===== src/include/mie_pkg.sv =====
// Package for the instruction execution core: opcodes, widths, cycle counts, carriers
// What this block does
// - Add and add-with-carry set carry to 1 on an eight-bit overflow and clear it otherwise.
// - Subtract and subtract-with-borrow clear carry on a borrow and set it when there is none.
// - The immediate move to bank zero writes only system registers 0x80 to 0x87.
// - Multiply puts the product low byte in the accumulator, high byte in R, sets zero, two cycles.
// - Decimal adjust turns a binary sum into packed decimal and updates carry in one cycle.
// - Bit tests skip when the chosen bit is 0 for the clear form or 1 for the set form.
// - Jump and call load counter bits 13..0 from the address, 15..14 from the page bits, two cycles.
// - The first indirect call pushes the counter and loads it from H and L in two cycles.
// - The second indirect call pushes the counter and loads it from Y and Z in two cycles.
// - Interrupt return pops the counter and re-enables the global interrupt in two cycles.
// - Return-with-literal pops the counter and loads the literal into the accumulator, two cycles.
// - A memory write costs one extra cycle for general RAM and none for a system register.
// - A conditional skip costs one extra cycle when taken and none when not.
package mie_pkg;
   typedef enum logic [4:0] {
      MIE_OP_NOP = 5'h00, MIE_OP_ADD = 5'h01, MIE_OP_ADC = 5'h02, MIE_OP_SUB = 5'h03,
      MIE_OP_SBC = 5'h04, MIE_OP_AND = 5'h05, MIE_OP_OR = 5'h06, MIE_OP_XOR = 5'h07,
      MIE_OP_COM = 5'h08, MIE_OP_MUL = 5'h09, MIE_OP_DAA = 5'h0A, MIE_OP_CMPSKIP = 5'h0B,
      MIE_OP_INCACC = 5'h0C, MIE_OP_DECACC = 5'h0D, MIE_OP_INCMEM = 5'h0E,
      MIE_OP_DECMEM = 5'h0F, MIE_OP_BITCLR = 5'h10, MIE_OP_BITSET = 5'h11,
      MIE_OP_JUMP = 5'h12, MIE_OP_CALL = 5'h13, MIE_OP_CALL_VIA_HIGH_LOW_PAIR = 5'h14, MIE_OP_CALLIDX = 5'h15,
      MIE_OP_RET = 5'h16, MIE_OP_IRET = 5'h17, MIE_OP_RETLIT = 5'h18, MIE_OP_BZMOVI = 5'h19
   } mie_op_t;

   localparam logic [7:0] MIE_BZ_LO = 8'h80;
   localparam logic [7:0] MIE_BZ_HI = 8'h87;
   localparam logic [7:0] MIE_SYSREG_BASE = 8'h80;
   localparam int MIE_BIT_ADDR_W = 14;
   localparam logic [1:0] MIE_CYC_BASE = 2'h1;
   localparam logic [1:0] MIE_CYC_LONG = 2'h2;
   localparam logic [15:0] MIE_PC_RST = 16'h0000;
   localparam int MIE_STACK_DEPTH = 16;

   // One instruction request with its operands
   typedef struct packed {
      mie_op_t op;
      logic mem_dst;
      logic [7:0] addr;
      logic [7:0] mem_val;
      logic [7:0] imm;
      logic [2:0] bit_sel;
      logic [13:0] jaddr;
   } mie_instr_t;

   // Result of one instruction
   typedef struct packed {
      logic [7:0] acc;
      logic [7:0] r;
      logic carry;
      logic dcarry;
      logic zero;
      logic mem_we;
      logic [7:0] mem_addr;
      logic [7:0] mem_data;
      logic skip;
      logic [15:0] pc;
      logic gie;
      logic [1:0] cycles;
   } mie_result_t;
endpackage


===== src/logic/mie_core.sv =====
// Instruction execution core: one instruction per request, result and cycle cost registered
`timescale 1ns/1ps
module mie_core import mie_pkg::*; (
   input wire logic clk,
   input wire logic rst,
   input wire logic instr_valid,
   input mie_instr_t instr,
   input wire logic [1:0] rom_page_select_bits,
   input wire logic [7:0] reg_h,
   input wire logic [7:0] reg_l,
   input wire logic [7:0] reg_y,
   input wire logic [7:0] reg_z,
   output logic instr_ready,
   output logic done,
   output mie_result_t result
);
   typedef enum logic [0:0] {MIE_IDLE = 1'b0, MIE_BUSY = 1'b1} mie_state_t;

   mie_state_t state_r, state_nxt;
   logic [1:0] wait_r, wait_nxt;
   logic done_r, done_nxt;
   mie_result_t res_r, res_nxt;
   logic [15:0] stack_r [MIE_STACK_DEPTH];
   logic [15:0] stack_wd;
   logic push, pop;
   logic [3:0] sp_r, sp_nxt;

   function automatic logic is_sysreg(input logic [7:0] a);
      return a >= MIE_SYSREG_BASE;
   endfunction

   assign instr_ready = (state_r == MIE_IDLE);
   assign done = done_r;
   assign result = res_r;

   ////////////////////////////////////////////////////////////////////////////
   always_comb begin
      logic [8:0] sum;
      logic [15:0] prod;
      logic [7:0] a;
      logic [7:0] m;
      logic [8:0] adj;
      logic [7:0] nv;
      logic wr;
      state_nxt = state_r;
      wait_nxt = wait_r;
      done_nxt = 1'b0;
      res_nxt = res_r;
      sp_nxt = sp_r;
      push = 1'b0;
      pop = 1'b0;
      stack_wd = res_r.pc;
      sum = 9'h000;
      prod = 16'h0000;
      adj = 9'h000;
      nv = 8'h00;
      wr = 1'b0;
      a = res_r.acc;
      m = instr.mem_val;
      res_nxt.mem_we = 1'b0;
      res_nxt.skip = 1'b0;
      if (state_r == MIE_BUSY) begin
         // Extra cycles hold the core busy
         if (wait_r == 2'h1) begin
            state_nxt = MIE_IDLE;
            done_nxt = 1'b1;
         end
         wait_nxt = wait_r - 2'h1;
      end else if (instr_valid) begin
         res_nxt.pc = res_r.pc + 16'h0001;
         res_nxt.cycles = MIE_CYC_BASE;
         unique case (instr.op)
            MIE_OP_ADD, MIE_OP_ADC: begin
               sum = {1'b0, a} + {1'b0, m} +
                  {8'h00, (instr.op == MIE_OP_ADC) & res_r.carry};
               res_nxt.carry = sum[8];
               res_nxt.dcarry = (a[3:0] + m[3:0] +
                  {3'h0, (instr.op == MIE_OP_ADC) & res_r.carry}) > 5'h0F;
               nv = sum[7:0];
               wr = 1'b1;
            end
            MIE_OP_SUB, MIE_OP_SBC, MIE_OP_CMPSKIP: begin
               sum = {1'b0, a} - {1'b0, m} -
                  {8'h00, (instr.op == MIE_OP_SBC) & ~res_r.carry};
               res_nxt.carry = ~sum[8];
               res_nxt.zero = (sum[7:0] == 8'h00);
               if (instr.op == MIE_OP_CMPSKIP) begin
                  res_nxt.skip = (a == m);
               end else begin
                  res_nxt.dcarry = ({1'b0, a[3:0]} >= ({1'b0, m[3:0]} +
                     {4'h0, (instr.op == MIE_OP_SBC) & ~res_r.carry}));
                  nv = sum[7:0];
                  wr = 1'b1;
               end
            end
            MIE_OP_AND, MIE_OP_OR, MIE_OP_XOR, MIE_OP_COM: begin
               unique case (instr.op)
                  MIE_OP_AND: nv = a & m;
                  MIE_OP_OR: nv = a | m;
                  MIE_OP_XOR: nv = a ^ m;
                  default: nv = ~m;
               endcase
               wr = 1'b1;
            end
            MIE_OP_MUL: begin
               // Low byte to acc, high to R
               prod = a * m;
               res_nxt.acc = prod[7:0];
               res_nxt.r = prod[15:8];
               res_nxt.zero = (prod[7:0] == 8'h00);
               res_nxt.cycles = MIE_CYC_LONG;
            end
            MIE_OP_DAA: begin
               adj = {1'b0, a};
               if (a[3:0] > 4'h9 || res_r.dcarry) begin
                  adj = adj + 9'h006;
               end
               if (adj[7:4] > 4'h9 || res_r.carry || adj[8]) begin
                  adj = adj + 9'h060;
               end
               res_nxt.acc = adj[7:0];
               res_nxt.carry = adj[8] | res_r.carry;
            end
            MIE_OP_INCACC, MIE_OP_DECACC: begin
               // Result to acc, skip on zero
               nv = (instr.op == MIE_OP_INCACC) ? m + 8'h01 : m - 8'h01;
               res_nxt.acc = nv;
               res_nxt.skip = (nv == 8'h00);
            end
            MIE_OP_INCMEM, MIE_OP_DECMEM: begin
               // Memory in place, skip on zero
               nv = (instr.op == MIE_OP_INCMEM) ? m + 8'h01 : m - 8'h01;
               res_nxt.mem_we = 1'b1;
               res_nxt.mem_addr = instr.addr;
               res_nxt.mem_data = nv;
               res_nxt.skip = (nv == 8'h00);
            end
            MIE_OP_BITCLR, MIE_OP_BITSET: begin
               res_nxt.skip = (m[instr.bit_sel] == (instr.op == MIE_OP_BITSET));
            end
            MIE_OP_BZMOVI: begin
               if (instr.addr >= MIE_BZ_LO && instr.addr <= MIE_BZ_HI) begin
                  res_nxt.mem_we = 1'b1;
                  res_nxt.mem_addr = instr.addr;
                  res_nxt.mem_data = instr.imm;
               end
            end
            MIE_OP_JUMP, MIE_OP_CALL: begin
               res_nxt.pc = {rom_page_select_bits, instr.jaddr};
               res_nxt.cycles = MIE_CYC_LONG;
               push = (instr.op == MIE_OP_CALL);
               stack_wd = res_r.pc + 16'h0001;
            end
            MIE_OP_CALL_VIA_HIGH_LOW_PAIR: begin
               res_nxt.pc = {reg_h, reg_l};
               res_nxt.cycles = MIE_CYC_LONG;
               push = 1'b1;
               stack_wd = res_r.pc + 16'h0001;
            end
            MIE_OP_CALLIDX: begin
               res_nxt.pc = {reg_y, reg_z};
               res_nxt.cycles = MIE_CYC_LONG;
               push = 1'b1;
               stack_wd = res_r.pc + 16'h0001;
            end
            MIE_OP_RET, MIE_OP_IRET, MIE_OP_RETLIT: begin
               // Pop, and interrupts back on for iret
               pop = 1'b1;
               res_nxt.pc = stack_r[sp_r - 4'h1];
               res_nxt.cycles = MIE_CYC_LONG;
               if (instr.op == MIE_OP_IRET) begin
                  res_nxt.gie = 1'b1;
               end
               if (instr.op == MIE_OP_RETLIT) begin
                  res_nxt.acc = instr.imm;
               end
            end
            default: begin
            end
         endcase
         if (wr) begin
            res_nxt.zero = (nv == 8'h00);
            if (instr.mem_dst) begin
               res_nxt.mem_we = 1'b1;
               res_nxt.mem_addr = instr.addr;
               res_nxt.mem_data = nv;
            end else begin
               res_nxt.acc = nv;
            end
         end
         // RAM write costs one more cycle
         if (res_nxt.mem_we && !is_sysreg(instr.addr) && instr.op != MIE_OP_BZMOVI) begin
            res_nxt.cycles = res_nxt.cycles + 2'h1;
         end
         // Taken skip costs one more cycle
         if (res_nxt.skip) begin
            res_nxt.cycles = res_nxt.cycles + 2'h1;
            res_nxt.pc = res_nxt.pc + 16'h0001;
         end
         if (push) begin
            sp_nxt = sp_r + 4'h1;
         end
         if (pop) begin
            sp_nxt = sp_r - 4'h1;
         end
         if (res_nxt.cycles == MIE_CYC_BASE) begin
            done_nxt = 1'b1;
         end else begin
            state_nxt = MIE_BUSY;
            wait_nxt = res_nxt.cycles - 2'h1;
         end
      end
   end

   always_ff @(posedge clk or posedge rst) begin
      if (rst) begin
         state_r <= MIE_IDLE;
         wait_r <= 2'h0;
         done_r <= 1'b0;
         res_r <= '0;
         res_r.pc <= MIE_PC_RST;
         sp_r <= 4'h0;
      end else begin
         state_r <= state_nxt;
         wait_r <= wait_nxt;
         done_r <= done_nxt;
         res_r <= res_nxt;
         sp_r <= sp_nxt;
      end
   end

   // Stack has no reset; overflow wraps like the real 16-level buffer
   always_ff @(posedge clk) begin
      if (push) begin
         stack_r[sp_r] <= stack_wd;
      end
   end

   ////////////////////////////////////////////////////////////////////////////
   // Multiply takes two cycles
   mul_two_a: assert property (@(posedge clk) disable iff (rst)
      instr_ready && instr_valid && instr.op == MIE_OP_MUL |=> !done ##1 done)
      else $error("multiply not two cycles");
   add_carry_a: assert property (@(posedge clk) disable iff (rst)
      instr_ready && instr_valid && instr.op == MIE_OP_ADD
      |=> result.carry == ($past(result.acc) + $past(instr.mem_val) > 9'h0FF))
      else $error("add carry wrong");
   sub_carry_a: assert property (@(posedge clk) disable iff (rst)
      instr_ready && instr_valid && instr.op == MIE_OP_SUB
      |=> result.carry == ($past(result.acc) >= $past(instr.mem_val)))
      else $error("sub carry wrong");
   bzmove_range_a: assert property (@(posedge clk) disable iff (rst)
      instr_ready && instr_valid && instr.op == MIE_OP_BZMOVI &&
      (instr.addr < MIE_BZ_LO || instr.addr > MIE_BZ_HI)
      |=> !result.mem_we)
      else $error("bank zero move out of range");
   cmp_skip_a: assert property (@(posedge clk) disable iff (rst)
      instr_ready && instr_valid && instr.op == MIE_OP_CMPSKIP
      |=> result.skip == ($past(result.acc) == $past(instr.mem_val)) &&
      result.cycles == (result.skip ? 2'h2 : 2'h1))
      else $error("compare skip wrong");
   // Skip adds a cycle; skip stands only in the first cycle
   skip_cost_a: assert property (@(posedge clk) disable iff (rst)
      result.skip && !result.mem_we |-> result.cycles == 2'h2 ##1 done)
      else $error("skip cycle cost wrong");
   jump_pc_a: assert property (@(posedge clk) disable iff (rst)
      instr_ready && instr_valid && instr.op == MIE_OP_JUMP
      |=> result.pc == {$past(rom_page_select_bits), $past(instr.jaddr)})
      else $error("jump target wrong");
   call_via_high_low_pair_pc_a: assert property (@(posedge clk) disable iff (rst)
      instr_ready && instr_valid && instr.op == MIE_OP_CALL_VIA_HIGH_LOW_PAIR
      |=> result.pc == {$past(reg_h), $past(reg_l)})
      else $error("hl call target wrong");
   iret_gie_a: assert property (@(posedge clk) disable iff (rst)
      instr_ready && instr_valid && instr.op == MIE_OP_IRET |=> result.gie)
      else $error("iret gie not set");

   mul_seen_c: cover property (@(posedge clk) disable iff (rst)
      instr_ready && instr_valid && instr.op == MIE_OP_MUL);
   skip_taken_c: cover property (@(posedge clk) disable iff (rst) result.skip ##1 done);
   ram_write_c: cover property (@(posedge clk) disable iff (rst)
      result.mem_we && result.cycles == 2'h2);
   iret_seen_c: cover property (@(posedge clk) disable iff (rst)
      instr_ready && instr_valid && instr.op == MIE_OP_IRET);
endmodule


===== config.mk =====
export PLATFORM = sky130hd
export DESIGN_NAME = mie_core
export DESIGN_NICKNAME = d
export VERILOG_FILES = /design/src/include/mie_pkg.sv /design/src/logic/mie_core.sv
export SDC_FILE = /design/constraint.sdc
export NUM_CORES = 1
export LEC_CHECK = 0
export ABC_AREA = 1
export BUFFER_PORTS_ARGS = -buffer_cell sky130_fd_sc_hd__buf_2
export CAP_MARGIN = 20
export CORE_AREA = 2 2 204 206
export DETAILED_ROUTE_END_ITERATION = 16
export DIE_AREA = 0 0 206 208
export PLACE_DENSITY = 0.67
export SETUP_SLACK_MARGIN = 0.02
export SYNTH_ARGS = -nofsm -noshare
export SYNTH_HDL_FRONTEND = slang
export SYNTH_SLANG_ARGS = --single-unit

===== constraint.sdc =====
create_clock -name clk -period 7.2 [get_ports clk]
set_clock_uncertainty 0.2 [all_clocks]
set_input_delay 0.72 -clock clk [delete_from_list [all_inputs] [get_ports clk]]
set_output_delay 0.72 -clock clk [all_outputs]
set_load 0.02 [all_outputs]

# == Word-level counts from Yosys, hierarchy flattened ==
# Memories as Yosys holds them, arrays and structs flattened.
# Index checks and enable logic that the tools add are counted.
# totals
mem_bits_rw,256
mem_count,1
inputBits,84
word_cells,205
register_bits,64
output_inout_bits,58
# memory_table
name,words,word_bits,read_ports,rd_clocked_by_memory_dff,wr,line,source
stack_r,16,16,1,0,1,mie_core.sv:23,logic [15:0] stack_r [MIE_STACK_DEPTH];
# classes
muxes,82
addsub,19
n_lt_le_gt_ge,7
n_bitwise,10
n_reduce_logical,36
n_eq_ne,33
mul,1
# op_table
cell,count
$mux 16,6
$mux 37,2
$mux 9,8
$mux 8,8
$pmux 16 s4,1
$mux 18,3
$eq 5x5->1 const B,10
$eq 5x4->1 const B,8
$logic_not 8->1,5
$pmux 8 s5,1
$mux 17,2
$pmux 17 s2,1
$add 16x1->16 const B,2
$pmux 8 s4,1
$mux 1,27
$mux 2,12
$pmux 8 s3,1
$eq 5x3->1 const B,4
$mul 8x8->16,1
$reduce_and 3->1,4
$reduce_or 2->1,6
$eq 5x2->1 const B,2
$add 8x3->9 const B,1
$add 8x8->9,1
49 further kinds,71

# == Depth between registers and ports, before layout ==
# logic_depth
word_depth,24
ltp_mapped,25
mapped_depth_nobuf,22

# == Least setup slack after synthesis ==
# No wires, ideal clock.
# synth_path
path_type,input to register
start,input port instr[27] in the netlist's numbering
end,register res_r (netlist bit result[46])
path_slack_ns,2.072
n_path_buf,2
setup_ns,0.126
arrival_ns,4.802
required_ns,6.874
path_stages,22
cell_sequence,clkbuf_1 > buf_1 > nand2_1 > fa_1 > inv_1 > fa_1 > inv_1 > fa_1 > inv_1 > fa_1 > ha_1 > nand2_1 > nor3_1 > nand2_1 > nand2_1 > nand2_1 > a21oi_1 > nand3_1 > nand2_1 > nand2_1 > nand2_1 > o21ai_0
# synth_between
elab_chain_len,1
# synth_lines
element,line,source
from (decl),mie_core.sv:7,"input mie_instr_t instr,"
$mul 8x8->16,mie_core.sv:107,prod = a * m;
to (signal assigned),mie_core.sv:227,res_r <= res_nxt;
to (decl),mie_core.sv:22,"mie_result_t res_r, res_nxt;"
# No other way between the ends.
# A chain may end at the register's enable or synchronous reset.

# == Worst setup path in the final report ==
# layout_path
start,register res_r (netlist bit result[49])
end,register res_r (netlist bit result[47])
# layout_between
elab_chain_len,1
# layout_lines
element,line
$mul 8x8->16,mie_core.sv:107
# No other way between the ends.

==> metrics list <==
- The die is 208 µm tall.
- Counting flops with an async set or reset pin after synthesis yields a share of 0.200.
* PD cells: 435 nW/µm²
- At the placement stage, the worst setup path has a slack of about 1.8 ns.
* Clk Tree Root Cell: sky130_fd_sc_hd__clkbuf_16
- Final Slew Violations: 0
- DRT Pass-1 Iters: 6
* Crit path capture: result[47]$_DFFE_PP0P_
- Buffers inserted to repair hold after CTS numbered 0.
- Static Leak: 10.3 nW
- Entering global routing, the biggest net connects 110 pins.
* Path category of the worst min-delay check: in2reg
- Share of the synthesized area in the top cell type: 0.382
* Dominant register cell in the synthesized netlist: sky130_fd_sc_hd__edfxtp_1
* PortBufs: 141
- Vias post-DR: 18.0k
- Total setup violations reported at the end of the flow: 0
- For this run, the total global-route usage over all layers was measured as 0.297.
- DRC violations left: 0
* Min setup slack post-route: about 2.1 ns
* Starting DRT DRC Count: between 1.5k and 2k
* Tightest slew margin relative to the limit: 0.289
- Measured along the x axis, the die boundary spans 206 µm.
- The detailed router put a total of 26.0 mm of wire on met1.
- Final hold analysis gives a worst-case slack of 0.168 ns.
- Top layer in use: met4
- Number of fillers in the final layout: 3737
* Ys Warns: 0
* Count of clock tree sinks: 320
- Critical path launch point type: flop
- Once placement completed, the tool counted placed cells totaling around 3.1k.
- Timing would allow up to 196 MHz.
* Layout Nets: 2792
* Number of top-level design ports: 142
- Hold violation total from the final report: 0
- Wire segments on met2 add up to 30.3 mm in the final route.
* Number of non-filler instances in the completed layout: 3137
- Max-cap violations in this run came to 0.
- The worst-case IR drop observed on VDD is 0.349 mV.
- For this block, the routed nets add up to 63.6 mm of wire.
* Synth area leader: sky130_fd_sc_hd__edfxtp_1
- Data required time at the worst endpoint: 7.49 ns
* GRT Residual Overflow: 0
- CTS clock-pin slew for the worst setup and hold paths: approximately 0.060 ns
- Worst r2r src: result[49]$_DFFE_PP0P_
* Ratio of routed vias to standard cells: approximately 5.7
- Final Cycle Share: 0.708
- The run finished with clean final reports.
- The synthesized netlist occupies a cell area of between 20000 and 25000 µm².
- Worst-Skew Late Latency: 0.57 ns
- Buffer count from post-CTS setup fixing: 0
* Final critical-path required period: approximately 5 ns
- The die covers between 40000 and 50000 µm².
- Worst setup path start: result[49]$_DFFE_PP0P_
- Final weighted congestion in routability-driven placement: 0.965
* Capture instance of the worst register-to-register path: result[47]$_DFFE_PP0P_
* Total power of the final layout: roughly 0.01 W
- Number of global-route vias before repair: 16.9k
- Gate count after technology mapping: 2454
- Slew @ Worst Pin: 1.07 ns
- Initial antenna violation count: 0
- Layout overhead on the synthesized area: 13.1%
- RSZ-0062 raised after global routing: no
- Global-route wire length before repair: 97.1 mm
- In this run, CTS created clock tree buffers numbering 36.
- Register area share after synthesis: 0.462
* Worst r2r path cells: 18
* Antenna viol nets, final: 0
- Antenna diodes: 0
* CORE AREA: 40600 µm²
- A synthesized cell averages 8.20 µm².
* Worst Setup Path Type: reg2reg
* Most numerous cell in the Yosys netlist: sky130_fd_sc_hd__nand2_1
* Initial core utilization: 0.496
- Post-DR wirelength/cell: just over 20 µm
- In this run the number of H-tree levels came out at 2.
* Most area-consuming cells after synthesis: sky130_fd_sc_hd__edfxtp_1, sky130_fd_sc_hd__nand2_1, sky130_fd_sc_hd__nand3_1
* Cells resized by post-CTS repair: 0
- Of the cells placed in the final design, the portion with a size suffix greater than 1 is 0.117.
- Post-synthesis sequential element count: 320
- Internal reg-to-reg setup slack: 2.10 ns
* Maximum net fanout on the critical path: 17
- Number of enable-type register cells in the synthesized netlist: 256
- Maximum number of buffers from clock root to sink: 3
- Most numerous cell types in the synthesized netlist: sky130_fd_sc_hd__nand2_1, sky130_fd_sc_hd__nand3_1, sky130_fd_sc_hd__edfxtp_1
- The worst setup path is captured at a flop.
- The number of nets in the synthesized netlist is 2667.
- The number of different library cells used by synthesis comes to 50.
- TritonCTS built the clock tree.
* Met3 WL post-DR: 4.67 mm
- Detailed placement finished with a half-perimeter wire length of 44.3 mm.
* Data arrival time at the worst-slack endpoint: 5.39 ns
- Final setup TNS: 0 ns
* Site Rows: 74
[placed cells by master (no fill, tap or decap), types with 8 or more instances in the layout]
master,n
sky130_fd_sc_hd__ha_1,87
sky130_fd_sc_hd__xnor2_1,11
sky130_fd_sc_hd__a31oi_1,8
sky130_fd_sc_hd__nor3_1,12
sky130_fd_sc_hd__nand3_1,325
sky130_fd_sc_hd__xor2_1,20
sky130_fd_sc_hd__buf_4,31
sky130_fd_sc_hd__dfrtp_1,63
sky130_fd_sc_hd__clkinv_1,10
sky130_fd_sc_hd__nand4_1,31
sky130_fd_sc_hd__buf_2,141
sky130_fd_sc_hd__o21ai_0,88
sky130_fd_sc_hd__edfxtp_1,256
sky130_fd_sc_hd__o211ai_1,16
sky130_fd_sc_hd__nor2_2,29
sky130_fd_sc_hd__nand2_1,822
sky130_fd_sc_hd__inv_1,230
sky130_fd_sc_hd__fa_1,41
sky130_fd_sc_hd__o2111ai_1,8
sky130_fd_sc_hd__nor2_1,160
sky130_fd_sc_hd__clkbuf_16,36
sky130_fd_sc_hd__a21oi_1,55
sky130_fd_sc_hd__inv_2,13
[critical path: stages, from the launching register on]
cell                        delay, ns
sky130_fd_sc_hd__dfrtp_1         0.88
sky130_fd_sc_hd__nand2_1         0.15
sky130_fd_sc_hd__fa_1            0.54
sky130_fd_sc_hd__inv_1           0.06
sky130_fd_sc_hd__fa_1            0.49
sky130_fd_sc_hd__inv_1           0.06
sky130_fd_sc_hd__fa_1            0.54
sky130_fd_sc_hd__inv_1           0.06
sky130_fd_sc_hd__fa_1            0.48
sky130_fd_sc_hd__ha_1            0.37
sky130_fd_sc_hd__nand2_1         0.10
sky130_fd_sc_hd__o21ai_0         0.27
sky130_fd_sc_hd__nand2_1         0.08
sky130_fd_sc_hd__o2111ai_1       0.14
sky130_fd_sc_hd__nand2_1         0.12
sky130_fd_sc_hd__a21oi_1         0.19
sky130_fd_sc_hd__xor2_1          0.17
sky130_fd_sc_hd__nand2_1         0.06
sky130_fd_sc_hd__nand2_1         0.08
[metal layers]
layer,GRT usage,vias to the layer above
met5,0,-
met4,0.117,0
met3,0.0434,155
met2,0.488,818
met1,0.395,8606
li1,-,8384
[area by class of cell]
type,instances,area [µm²],share of cell area
multi-input combinational,1790,9510,0.418
sequential,320,9290,0.409
timing repair buffer,183,1130,0.0498
inverter,248,932,0.0410
clock buffer,42,923,0.0406
tap,532,666,0.0293
clock inverter,22,292,0.0128
[power by group]
group          switching (W)  total, W  internal [W]
registers           0.000286   0.00264       0.00235
logic                0.00364   0.00535       0.00171
clock network       0.000787   0.00190       0.00112
total                0.00471   0.00989       0.00518
[how the worst min path moves through the flow]
| stage | from | endpoint | slack, ns | cells after the start |
|---|---|---|---|---|
| finish | instr[35] | result[30]$_DFFE_PP0P_ | 0.17 | 3 |
| global route | instr[37] | result[32]$_DFFE_PP0P_ | 0.18 | 3 |
| CTS | instr[35] | result[30]$_DFFE_PP0P_ | 0.15 | 3 |
| detailed placement | result[2]$_DFFE_PP0P_ | result[2]$_DFFE_PP0P_ | 0.26 | 2 |
| global placement | result[2]$_DFFE_PP0P_ | result[2]$_DFFE_PP0P_ | 0.25 | 2 |
| floorplan | wait_r[1]$_DFFE_PP0P_ | wait_r[1]$_DFFE_PP0P_ | 0.25 | 2 |
[stage by stage]
stage	utilization	area [µm²]
final	0.561	22700
after CTS	0.557	22600
after global placement	0.526	21300
after detailed placement	0.527	21400
after global routing	0.561	22700
after floorplan	-	20100
[registers in the layout, summed over array words and instances, names as in the netlist]
| register | count |
|---|---|
| done | 1 |
| result | 56 |
| sp_r | 4 |
| stack_r | 256 |
| state_r | 1 |
| wait_r | 2 |
[logic make-up after synthesis]
logic type               Yosys count  share of synthesized area
AND/OR/NAND/NOR                 1417                      0.299
flip-flops                       320                      0.462
adder cells (fa/ha/maj)          129                     0.0956
multiplexers                       8                    0.00417
XOR/XNOR                          31                     0.0135
buffers and inverters            344                     0.0680
AO/OA/AOI/OAI                    205                     0.0584
Power figures use the tool's default switching activity.
